File: src/pkg/ltpc_pkg.sv
package ltpc_pkg;

   // ==========================================================
   // Timing
   // ==========================================================
   localparam longint unsigned CLK_HZ       = 100_000_000;
   localparam longint unsigned IDLE_TIME_S  = 30;
   localparam longint unsigned IDLE_MIN_S   = 15;
   localparam longint unsigned IDLE_MAX_S   = 60;
   localparam longint unsigned IDLE_CYCLES  = IDLE_TIME_S * CLK_HZ;
   localparam longint unsigned IDLE_MIN_CYC = IDLE_MIN_S * CLK_HZ;
   localparam longint unsigned IDLE_MAX_CYC = IDLE_MAX_S * CLK_HZ;
   localparam longint unsigned WAKE_TIME_US = 30;
   localparam longint unsigned WAKE_MAX_US  = 150;
   localparam longint unsigned WAKE_CYCLES  = WAKE_TIME_US * CLK_HZ / 1_000_000;
   localparam longint unsigned WAKE_MAX_CYC = WAKE_MAX_US * CLK_HZ / 1_000_000;

   // ==========================================================
   // Register map
   // ==========================================================
   localparam int          ADDR_W       = 8;
   localparam logic [7:0]  OFS_CTRL     = 8'h00;
   localparam logic [7:0]  OFS_STATUS   = 8'h04;
   localparam logic [7:0]  OFS_IRQ_STAT = 8'h08;
   localparam logic [7:0]  OFS_IRQ_MASK = 8'h0C;
   localparam logic [7:0]  OFS_IDLE     = 8'h10;

   localparam int          CTRL_W           = 2;
   localparam int          CTRL_FORCE_ON    = 0;
   localparam int          CTRL_FORCE_OFF   = 1;
   localparam logic [1:0]  CTRL_RESET       = 2'h0;

   localparam int          ST_MODE_LSB      = 0;
   localparam int          ST_LINE_PRESENT  = 2;
   localparam int          ST_PUMP_ON       = 3;
   localparam int          ST_AUTO_ENABLED  = 4;

   localparam int          IRQ_W            = 4;
   localparam int          IRQ_POWERDOWN    = 0;
   localparam int          IRQ_WAKE         = 1;
   localparam int          IRQ_LINE_UP      = 2;
   localparam int          IRQ_LINE_DOWN    = 3;
   localparam logic [3:0]  IRQ_MASK_RESET   = 4'h0;

   typedef enum logic [1:0] {
      ltpc_off,
      ltpc_active,
      ltpc_auto_pd,
      ltpc_waking
   } ltpc_state_t;

endpackage

File: src/hdl/ltpc_top.sv
// Design decisions made here: the register addresses and register access over APB.
`timescale 1ns/1ps
module ltpc_top
   import ltpc_pkg::*;
#(
   parameter int              CH          = 2,
   parameter longint unsigned IDLE_LIMIT  = IDLE_CYCLES,
   parameter longint unsigned WAKE_LIMIT  = WAKE_CYCLES
) (
   input  wire logic          pclk,
   input  wire logic          presetn,
   input  wire logic          ce,
   input  wire logic          psel,
   input  wire logic          penable,
   input  wire logic          pwrite,
   input  wire logic [31:0]   paddr,
   input  wire logic [31:0]   pwdata,
   output logic [31:0]        prdata,
   output logic               pready,
   output logic               pslverr,
   output logic               irq,
   input  wire logic          force_on_pin,
   input  wire logic          force_off_n_pin,
   input  wire logic [CH-1:0] tx_logic_in,
   output logic [CH-1:0]      tx_line_out,
   output logic [CH-1:0]      tx_line_oe,
   input  wire logic [CH-1:0] rx_line_in,
   input  wire logic [CH-1:0] rx_line_valid,
   output logic [CH-1:0]      rx_logic_out,
   output logic [CH-1:0]      rx_logic_oe,
   output logic               line_present_flag,
   output logic               charge_pump_en
);

   localparam int WAKE_W = 16;

   initial begin
      if (CH < 1 || CH > 8) $error("ltpc_top: CH out of range");
      if (IDLE_LIMIT < 1 || IDLE_LIMIT > 64'hFFFF_FFFF) $error("ltpc_top: bad IDLE_LIMIT");
      if (WAKE_LIMIT < 1 || WAKE_LIMIT > WAKE_MAX_CYC) $error("ltpc_top: bad WAKE_LIMIT");
   end

   function automatic logic [IRQ_W-1:0] irq_update(input logic [IRQ_W-1:0] cur,
                                                     input logic [IRQ_W-1:0] clr,
                                                     input logic [IRQ_W-1:0] evt);
      // A new event in the clearing cycle survives the clear
      irq_update = (cur & ~clr) | evt;
   endfunction

   // ==========================================================
   // Force pin decode
   // ==========================================================
   logic [CTRL_W-1:0] ctrl;
   logic              eff_off;
   logic              eff_on;

   assign eff_off = !force_off_n_pin || ctrl[CTRL_FORCE_OFF];
   assign eff_on  = force_on_pin || ctrl[CTRL_FORCE_ON];

   // ==========================================================
   // Activity sensing
   // ==========================================================
   logic              activity;
   logic              expired;
   logic [31:0]       idle_count;
   ltpc_state_t       state;
   ltpc_state_t       next_state;

   // Open receivers are masked so a floating input cannot wake the pump
   ltpc_edge_detect #(
      .W        (2 * CH)
   ) u_edge (
      .pclk     (pclk),
      .presetn  (presetn),
      .ce       (ce),
      .sense    ({tx_logic_in, rx_line_in & rx_line_valid}),
      .activity (activity)
   );

   ltpc_idle_timer #(
      .CNT_W    (32),
      .LIMIT    (IDLE_LIMIT)
   ) u_idle (
      .pclk     (pclk),
      .presetn  (presetn),
      .ce       (ce),
      .run      (state == ltpc_active && !eff_on),
      .restart  (activity || state != ltpc_active || eff_on),
      .expired  (expired),
      .count    (idle_count)
   );

   // ==========================================================
   // Power state machine
   // ==========================================================
   logic [WAKE_W-1:0] wake_cnt;
   logic [WAKE_W-1:0] next_wake_cnt;

   always_comb begin
      next_state    = state;
      next_wake_cnt = '0;
      if (eff_off) begin
         next_state = ltpc_off;
      end else begin
         unique case (state)
            ltpc_off: begin
               next_state = ltpc_waking;
            end
            ltpc_active: begin
               if (expired && !eff_on && !activity) next_state = ltpc_auto_pd;
            end
            ltpc_auto_pd: begin
               if (activity || eff_on) next_state = ltpc_waking;
            end
            ltpc_waking: begin
               if (wake_cnt == WAKE_W'(WAKE_LIMIT - 1)) begin
                  next_state = ltpc_active;
               end else begin
                  next_wake_cnt = wake_cnt + WAKE_W'(1);
               end
            end
         endcase
      end
   end

   always_ff @(posedge pclk or negedge presetn) begin
      if (!presetn) begin
         state    <= ltpc_off;
         wake_cnt <= '0;
      end else if (ce) begin
         state    <= next_state;
         wake_cnt <= next_wake_cnt;
      end
   end

   // ==========================================================
   // Line and logic outputs
   // ==========================================================
   logic [CH-1:0] next_tx_line_out;
   logic [CH-1:0] next_tx_line_oe;
   logic [CH-1:0] next_rx_logic_out;
   logic [CH-1:0] next_rx_logic_oe;
   logic          next_line_present;
   logic          next_pump_en;

   always_comb begin
      next_tx_line_out  = ~tx_logic_in;
      next_tx_line_oe   = {CH{next_state == ltpc_active}};
      // Receivers ignore the auto powerdown state entirely
      next_rx_logic_out = (~rx_line_in & rx_line_valid) | ~rx_line_valid;
      next_rx_logic_oe  = {CH{!eff_off}};
      next_line_present = |rx_line_valid;
      next_pump_en      = next_state == ltpc_active || next_state == ltpc_waking;
   end

   always_ff @(posedge pclk or negedge presetn) begin
      if (!presetn) begin
         tx_line_out       <= '0;
         tx_line_oe        <= '0;
         rx_logic_out      <= '1;
         rx_logic_oe       <= '0;
         line_present_flag <= 1'b0;
         charge_pump_en    <= 1'b0;
      end else if (ce) begin
         tx_line_out       <= next_tx_line_out;
         tx_line_oe        <= next_tx_line_oe;
         rx_logic_out      <= next_rx_logic_out;
         rx_logic_oe       <= next_rx_logic_oe;
         line_present_flag <= next_line_present;
         charge_pump_en    <= next_pump_en;
      end
   end

   // ==========================================================
   // Interrupt events
   // ==========================================================
   logic [IRQ_W-1:0] irq_stat;
   logic [IRQ_W-1:0] irq_mask;
   logic [IRQ_W-1:0] irq_evt;
   logic [IRQ_W-1:0] irq_clr;

   always_comb begin
      irq_evt                = '0;
      irq_evt[IRQ_POWERDOWN] = state != ltpc_auto_pd && next_state == ltpc_auto_pd;
      irq_evt[IRQ_WAKE]      = state == ltpc_waking && next_state == ltpc_active;
      irq_evt[IRQ_LINE_UP]   = !line_present_flag && next_line_present;
      irq_evt[IRQ_LINE_DOWN] = line_present_flag && !next_line_present;
   end

   // ==========================================================
   // APB slave
   // ==========================================================
   // One wait state keeps prdata and pready straight from flops
   logic              acc;
   logic              wr_en;
   logic [ADDR_W-1:0] addr;
   logic              mapped;
   logic [31:0]       rd_word;
   logic [CTRL_W-1:0] next_ctrl;
   logic [IRQ_W-1:0]  next_irq_stat;
   logic [IRQ_W-1:0]  next_irq_mask;
   logic [31:0]       next_prdata;
   logic              next_pready;
   logic              next_pslverr;
   logic              next_irq;

   assign acc   = psel && penable && !pready;
   assign wr_en = psel && penable && pready && pwrite && !pslverr;
   assign addr  = paddr[ADDR_W-1:0];

   always_comb begin
      mapped  = paddr[31:ADDR_W] == '0;
      rd_word = '0;
      unique case (addr)
         OFS_CTRL:     rd_word[CTRL_W-1:0] = ctrl;
         OFS_STATUS: begin
            rd_word[ST_MODE_LSB +: 2]  = state;
            rd_word[ST_LINE_PRESENT]   = line_present_flag;
            rd_word[ST_PUMP_ON]        = charge_pump_en;
            rd_word[ST_AUTO_ENABLED]   = !eff_off && !eff_on;
         end
         OFS_IRQ_STAT: rd_word[IRQ_W-1:0] = irq_stat;
         OFS_IRQ_MASK: rd_word[IRQ_W-1:0] = irq_mask;
         OFS_IDLE:     rd_word = idle_count;
         default:      mapped = 1'b0;
      endcase
   end

   always_comb begin
      next_pready   = acc;
      next_pslverr  = acc && !mapped;
      next_prdata   = (acc && !pwrite && mapped) ? rd_word : '0;
      next_ctrl     = ctrl;
      next_irq_mask = irq_mask;
      irq_clr       = '0;
      if (wr_en) begin
         unique case (addr)
            OFS_CTRL:     next_ctrl     = pwdata[CTRL_W-1:0];
            OFS_IRQ_STAT: irq_clr       = pwdata[IRQ_W-1:0];
            OFS_IRQ_MASK: next_irq_mask = pwdata[IRQ_W-1:0];
            default:      next_ctrl     = ctrl;
         endcase
      end
      next_irq_stat = irq_update(irq_stat, irq_clr, irq_evt);
      next_irq      = |(next_irq_stat & next_irq_mask);
   end

   always_ff @(posedge pclk or negedge presetn) begin
      if (!presetn) begin
         ctrl     <= CTRL_RESET;
         irq_stat <= '0;
         irq_mask <= IRQ_MASK_RESET;
         prdata   <= '0;
         pready   <= 1'b0;
         pslverr  <= 1'b0;
         irq      <= 1'b0;
      end else if (ce) begin
         ctrl     <= next_ctrl;
         irq_stat <= next_irq_stat;
         irq_mask <= next_irq_mask;
         prdata   <= next_prdata;
         pready   <= next_pready;
         pslverr  <= next_pslverr;
         irq      <= next_irq;
      end
   end

endmodule

File: src/hdl/ltpc_edge_detect.sv
`timescale 1ns/1ps
module ltpc_edge_detect
   import ltpc_pkg::*;
#(
   parameter int W = 4
) (
   input  wire logic         pclk,
   input  wire logic         presetn,
   input  wire logic         ce,
   input  wire logic [W-1:0] sense,
   output logic              activity
);

   logic [W-1:0] prev;
   logic [W-1:0] next_prev;
   logic         next_activity;

   initial begin
      if (W < 1) $error("ltpc_edge_detect: W must be at least 1");
   end

   always_comb begin
      next_prev     = sense;
      next_activity = |(sense ^ prev);
   end

   always_ff @(posedge pclk or negedge presetn) begin
      if (!presetn) begin
         prev     <= '0;
         activity <= 1'b0;
      end else if (ce) begin
         prev     <= next_prev;
         activity <= next_activity;
      end
   end

endmodule

File: src/hdl/ltpc_idle_timer.sv
`timescale 1ns/1ps
module ltpc_idle_timer
   import ltpc_pkg::*;
#(
   parameter int              CNT_W = 32,
   parameter longint unsigned LIMIT = IDLE_CYCLES
) (
   input  wire logic             pclk,
   input  wire logic             presetn,
   input  wire logic             ce,
   input  wire logic             run,
   input  wire logic             restart,
   output logic                  expired,
   output logic [CNT_W-1:0]      count
);

   localparam logic [CNT_W-1:0] LAST = CNT_W'(LIMIT - 1);

   logic [CNT_W-1:0] next_count;
   logic             next_expired;

   initial begin
      if (LIMIT < 1 || LIMIT > (64'h1 << CNT_W))
         $error("ltpc_idle_timer: LIMIT does not fit CNT_W");
   end

   // Only the time since the most recent edge matters, so every edge starts over
   always_comb begin
      next_count   = count;
      next_expired = expired;
      if (restart) begin
         next_count   = '0;
         next_expired = 1'b0;
      end else if (run && !expired) begin
         if (count == LAST) begin
            next_expired = 1'b1;
         end else begin
            next_count = count + CNT_W'(1);
         end
      end
   end

   always_ff @(posedge pclk or negedge presetn) begin
      if (!presetn) begin
         count   <= '0;
         expired <= 1'b0;
      end else if (ce) begin
         count   <= next_count;
         expired <= next_expired;
      end
   end

endmodule

File: config.mk
export PLATFORM = sky130hd
export DESIGN_NAME = ltpc_top
export DESIGN_NICKNAME = d
export VERILOG_FILES = /design/src/pkg/ltpc_pkg.sv /design/src/hdl/ltpc_top.sv /design/src/hdl/ltpc_edge_detect.sv /design/src/hdl/ltpc_idle_timer.sv
export SDC_FILE = /design/constraint.sdc
export NUM_CORES = 1
export LEC_CHECK = 0
export BUFFER_PORTS_ARGS = -buffer_cell sky130_fd_sc_hd__buf_2
export CORE_MARGIN = 1
export CORE_UTILIZATION = 55
export CTS_BUF_LIST = sky130_fd_sc_hd__clkbuf_16
export DETAILED_ROUTE_END_ITERATION = 16
export PLACE_DENSITY = 0.84
export SYNTH_ARGS = -nofsm -noshare
export SYNTH_HDL_FRONTEND = slang
export SYNTH_SLANG_ARGS = --single-unit
File: constraint.sdc
create_clock -name pclk -period 3.04 [get_ports pclk]
set_input_delay 0.608 -clock pclk [delete_from_list [all_inputs] [get_ports pclk]]
set_output_delay 0.608 -clock pclk [all_outputs]
set_load 0.005 [all_outputs]
* Yosys cells after proc, flatten, opt, wreduce, memory -nomap -nowiden
Index checks and enable logic that the tools add are counted.
** Storage, ports and cells
- Bits in registers :: 109
- Input bits :: 78
- Output and inout port bits :: 45
** Cells by class
- Add/subtract/negate cells :: 2
- Equal/unequal tests :: 15
- Multiplexer cells :: 24
- Bitwise gates (word level) :: 11
- Reductions and logical operators :: 46
** Operator list (count)
- two-way mux 32 bit :: 4
- two-way mux 16 bit :: 3
- adder 32 x 1 -> 32 bit, second input constant :: 1
- equality test 32 bit, second input constant :: 1
- two-way mux 27 bit :: 1
- logical NOT 24 bit :: 1
- logical AND 1 bit :: 17
- adder 16 x 1 -> 16 bit, second input constant :: 1
- equality test 16 x 12 -> 1 bit, second input constant :: 1
- equality test 8 x 4 -> 1 bit, second input constant :: 2
- two-way mux 4 bit :: 4
- one-hot mux 2 bit (4 select lines) :: 2
- logical NOT 1 bit :: 11
- one-hot mux 2 bit (5 select lines) :: 1
- AND reduction 3 bit :: 3
- bitwise AND 4 bit :: 2
- equality test 2 bit, second input constant :: 4
- equality test 8 x 3 -> 1 bit, second input constant :: 1
- equality test 8 x 5 -> 1 bit, second input constant :: 1
- logical NOT 8 bit :: 1
- two-way mux 2 bit :: 4
- OR reduction 4 bit :: 2
- logical OR 1 bit :: 6
- NOT 2 bit :: 3
- 14 further kinds :: 21

* Logic depth before layout (Yosys ltp)
- Depth in word-level cells :: 12
- Mapped depth :: 8

* Hierarchy
Synthesis repeated with hierarchy kept, for this count alone.
** Unflattened totals
- Cell total of the unflattened synthesis :: 605
- Area total of the unflattened synthesis :: 5870.6 um^2
** Modules (own cells, without submodules)
- ltpc_top :: times used 1, cells each 335, area each 3437.0 um^2, seq. area each 1754.2 um^2
- ltpc_idle_timer :: times used 1, cells each 254, area each 2213.4 um^2, seq. area each 825.8 um^2
- ltpc_edge_detect :: times used 1, cells each 16, area each 220.2 um^2, seq. area each 125.1 um^2

* Worst setup path after synthesis
No wires, ideal clock.
- Kind :: input port to flip-flop
- Start point :: input paddr[0]
- End point :: register prdata[11]
- Data arrival time :: 2.770 ns
- Setup slack :: 0.204 ns
- Cell stages on the path :: 7
- Buffers on the path :: 2
- Cells stage by stage :: or4_4 > or2_0 > or4b_1 > buf_2 > nor4b_4 > buf_6 > a22o_1
** On the way
- Longest elaborated chain between the ends :: 5
- Elaborated cells between the ends (all ways) :: 10
- Classes of those cells :: eq/ne (4); mux (3); reduce/logical (3)
** RTL lines
- from (decl) :: RTL line ltpc_top.sv:16 : input wire logic [31:0] paddr,
- equality test 8 x 5 -> 1 bit, or another cell as far along :: RTL line ltpc_top.sv:214 : unique case (addr)
- OR reduction 5 bit (no source line)
- two-way mux 1 bit :: RTL line ltpc_top.sv:214
- logical AND 1 bit :: RTL line ltpc_top.sv:232 : next_prdata = (acc && !pwrite && mapped) ? rd_word : '0;
- two-way mux 32 bit * :: RTL line ltpc_top.sv:232
- to (signal assigned) :: RTL line ltpc_top.sv:261 : prdata <= next_prdata;
- to (decl) :: RTL line ltpc_top.sv:18 : output logic [31:0] prdata,
Every way passes the cells marked *; elsewhere a longest branch is shown, timed or not.
A chain may end at the register's enable or synchronous reset.

* Worst setup path after layout
- Start point :: register wake_cnt[6]
- End point :: register wake_cnt[6]
** On the way
- Longest elaborated chain between the ends :: 4
- Elaborated cells between the ends (all ways) :: 5
- Classes of those cells :: add/sub (1); eq/ne (1); mux (3)
** RTL lines
- from (decl) :: RTL line ltpc_top.sv:96 : logic [WAKE_W-1:0] wake_cnt;
- from (signal assigned) :: RTL line ltpc_top.sv:132 : wake_cnt <= next_wake_cnt;
- adder 16 x 1 -> 16 bit or equality test 16 x 12 -> 1 bit (tied branches) :: RTL line ltpc_top.sv:119, ltpc_top.sv:116
- two-way mux 16 bit * :: RTL line ltpc_top.sv:116 : if (wake_cnt == WAKE_W'(WAKE_LIMIT - 1)) begin
- two-way mux 16 bit * :: RTL line ltpc_top.sv:105 : unique case (state)
- two-way mux 16 bit * :: RTL line ltpc_top.sv:102 : if (eff_off) begin
Marked as above.

==> metrics <==
status finished clean; Yosys top cell area share 0.474; WL/cell 17.5 microns; setup TNS 0 ps; Initial DRT Pass Iterations 5; largest net degree at the start of global routing 56; vias in the first global route 4,621; ant diodes 0; GRT Total Usage 0.276; TritonCTS Buffers 9; First DRT Iteration DRCs 196; postcts setup bufs 0; Die H 103 microns; Final setup viols 0; Placer Congestion 0.902; relative slew slack 0.360; P&R area growth vs syn 16.8%; chip width 103 microns; Syn Area/Cell 9.97 sq um; Worst Hold Class in -> async; number of synthesized flops with an enable pin 0; starting density of the core 0.570; largest cells by area after synthesis dfrtp_1 (47%), a22o_1 (5.5%), nor4_1 (2.9%), nor2_1 (2.5%), xnor2_1 (2.5%); clock group share of total power 0.410; share of flip-flops with an asynchronous set or reset 1.00; max cap viols 0; CP arrival 2980 ps; Final Cycle Share 0.898; Clock Sinks 108; PwrDens 445 nW/um^2; Site Rows 36; P_int 2190 uW; GR Overflow Total 0; post-synth cell types 63; Max IR drop VDD 273 uV; highest-count cells in the layout ignoring fill and taps dfrtp_1 (106), buf_2 (93), nor2_1 (38), nand2_1 (37), a22o_1 (35); P_sw 715 uW; worst-path maximum fanout 16; clk root buf clkbuf_16; crit start category flip-flop; max-slew violations 0; total power draw 2910 uW; FILL cells 758; Mapped Nets 641; Hold-fix buffers, CTS 0; Logic pwr share 0.078; CTS tree built; Leak 0.00295 uW; CTS HTree Levels 3; DP HPWL 9.56 mm; PostCTS Resize Cnt 0; sequential-to-total area share from yosys stat 0.484; critical setup path kind reg -> reg; Worst-Margin Slew 957 ps; Clock Skew 7.96 ps; final worst path period need 2730 ps; Synth area leader dfrtp_1; Post-Synthesis Cell Area 5590 sq um; Req. time, crit path 3290 ps; most common cell after layout, fill and taps aside dfrtp_1; die area 10,600 sq um; via count 5,003; Buffers on Ports 94; post-route ant nets 0; ys flop type dfrtp_1; sw frac 0.246; via/cell ratio 6.35; Peak Freq 366 MHz; #FFs+latches synth 108; Final Net Count 730; synthesized netlist cell count 561; fraction of layout cells with a size suffix above 1 0.226; Ports 123; Placeable Area 9820 sq um; DRC viols 0; Worst Setup End Kind flip-flop; Clock Tree Buf Depth 2; Clock transition at path regs 70 ps; Synthesis Warnings 0; RSZ-0062 raised after global routing false; initial antenna violation count 0; Sequential Power Share 0.512; first-pass GRT wire length 22.3 mm; final hold viol count 0; worst skew pair latency 360 ps; drt total wl 13.8 mm
cells in the mapped netlist (3+ instances only):
library cell and number:
dfrtp_1 106, nor2_1 38, nand2_1 37, a22o_1 35, clkbuf_1 27, a21oi_1 26
nor4_1 26, nand3_1 24, o21ai_0 22, inv_1 19, xnor2_1 16, nand4_1 12
mux2i_1 11, mux2_2 10, nand2b_1 10, or4_1 10, nor3_1 9, a31oi_1 8
o2bb2ai_1 8, and2_1 7, a21o_1 6, and3_1 6, and4_1 6, a22oi_1 5
nor4b_1 5, o31ai_1 5, nor2b_1 4, nor3b_1 4, o22a_1 4, or3_1 4
a31o_2 3, a41o_1 3, o211ai_1 3, o311a_1 3, xor2_1 3
power by group through the flow:
stage,Clock (uW),Combinational (uW),Sequential (uW)
finish,1190,227,1490
global route,1260,255,1490
CTS,1200,229,1490
detailed placement,0,227,1510
global placement,0,218,1510
floorplan,0,119,1500
final timing paths:
check	from	endpoint	slack, ps	cells after the start
hold reg to reg	tx_line_out[1]$_DFFE_PN0P_	tx_line_out[1]$_DFFE_PN0P_	490	2
min in group pclk	tx_logic_in[1]	tx_line_out[1]$_DFFE_PN0P_	480	2
max in group asynchronous	presetn	prdata[5]$_DFFE_PN0P_	1940	2
setup / recovery	wake_cnt[6]$_DFFE_PN0P_	wake_cnt[6]$_DFFE_PN0P_	310	5
hold / removal	presetn	wake_cnt[13]$_DFFE_PN0P_	290	1
setup reg to reg	wake_cnt[6]$_DFFE_PN0P_	wake_cnt[6]$_DFFE_PN0P_	310	5
stage by stage:
step	hold slack (ps)	setup slack [ps]	instances	utilization	instance area [sq um]
after global routing	353	148	788	0.665	6530
after CTS	331	316	788	0.665	6530
after detailed placement	474	131	772	0.635	6230
after global placement	463	234	772	0.635	6230
final	295	309	788	0.665	6530
after floorplan	312	204	561	-	5590
worst max-delay path, stage by stage, from the launching register on:
cell	delay [ps]
dfrtp_1	450
or3b_2	530
or3_1	410
o21bai_1	760
o21ai_0	220
a22o_1	270
kinds of logic after synthesis:
| kind of cell | Yosys count | synth area share |
|---|---|---|
| AND/OR/NAND/NOR | 213 | 0.214 |
| AO/OA/AOI/OAI | 146 | 0.189 |
| flip-flops | 108 | 0.484 |
| buffers and inverters | 52 | 0.0391 |
| multiplexers | 21 | 0.0398 |
| XOR/XNOR | 19 | 0.0297 |
| adder cells (fa/ha/maj) | 2 | 0.00447 |
registers in the layout, summed over array words and instances (netlist names), 2 cells and up:
| signal | count |
|---|---|
| rx_logic_out | 2 |
| ctrl | 2 |
| tx_line_out | 2 |
| irq_stat | 4 |
| u_idle.count | 32 |
| irq_mask | 4 |
| u_edge.prev | 4 |
| wake_cnt | 16 |
| prdata | 32 |
final cells by class:
type	instances	area [sq um]	area share
tap	133	166	0.0255
inverter	19	71.3	0.0109
timing repair buffer	111	613	0.0938
clock inverter	7	76.3	0.0117
multi-input combinational	401	2680	0.410
clock buffer	9	225	0.0345
sequential	108	2710	0.414
per-layer routing:
layer / wire [microns] / part of all wire / vias to the layer above / GRT usage
li1: - / - / 2295 / -
met3: 896 / 0.065 / 30 / 0.0529
met1: 5890 / 0.43 / 2467 / 0.369
met4: 313 / 0.023 / 0 / 0.117
met2: 6730 / 0.49 / 211 / 0.444
met5: 0 / 0 / - / 0
No activity file was read; power rests on OpenSTA's default activity.
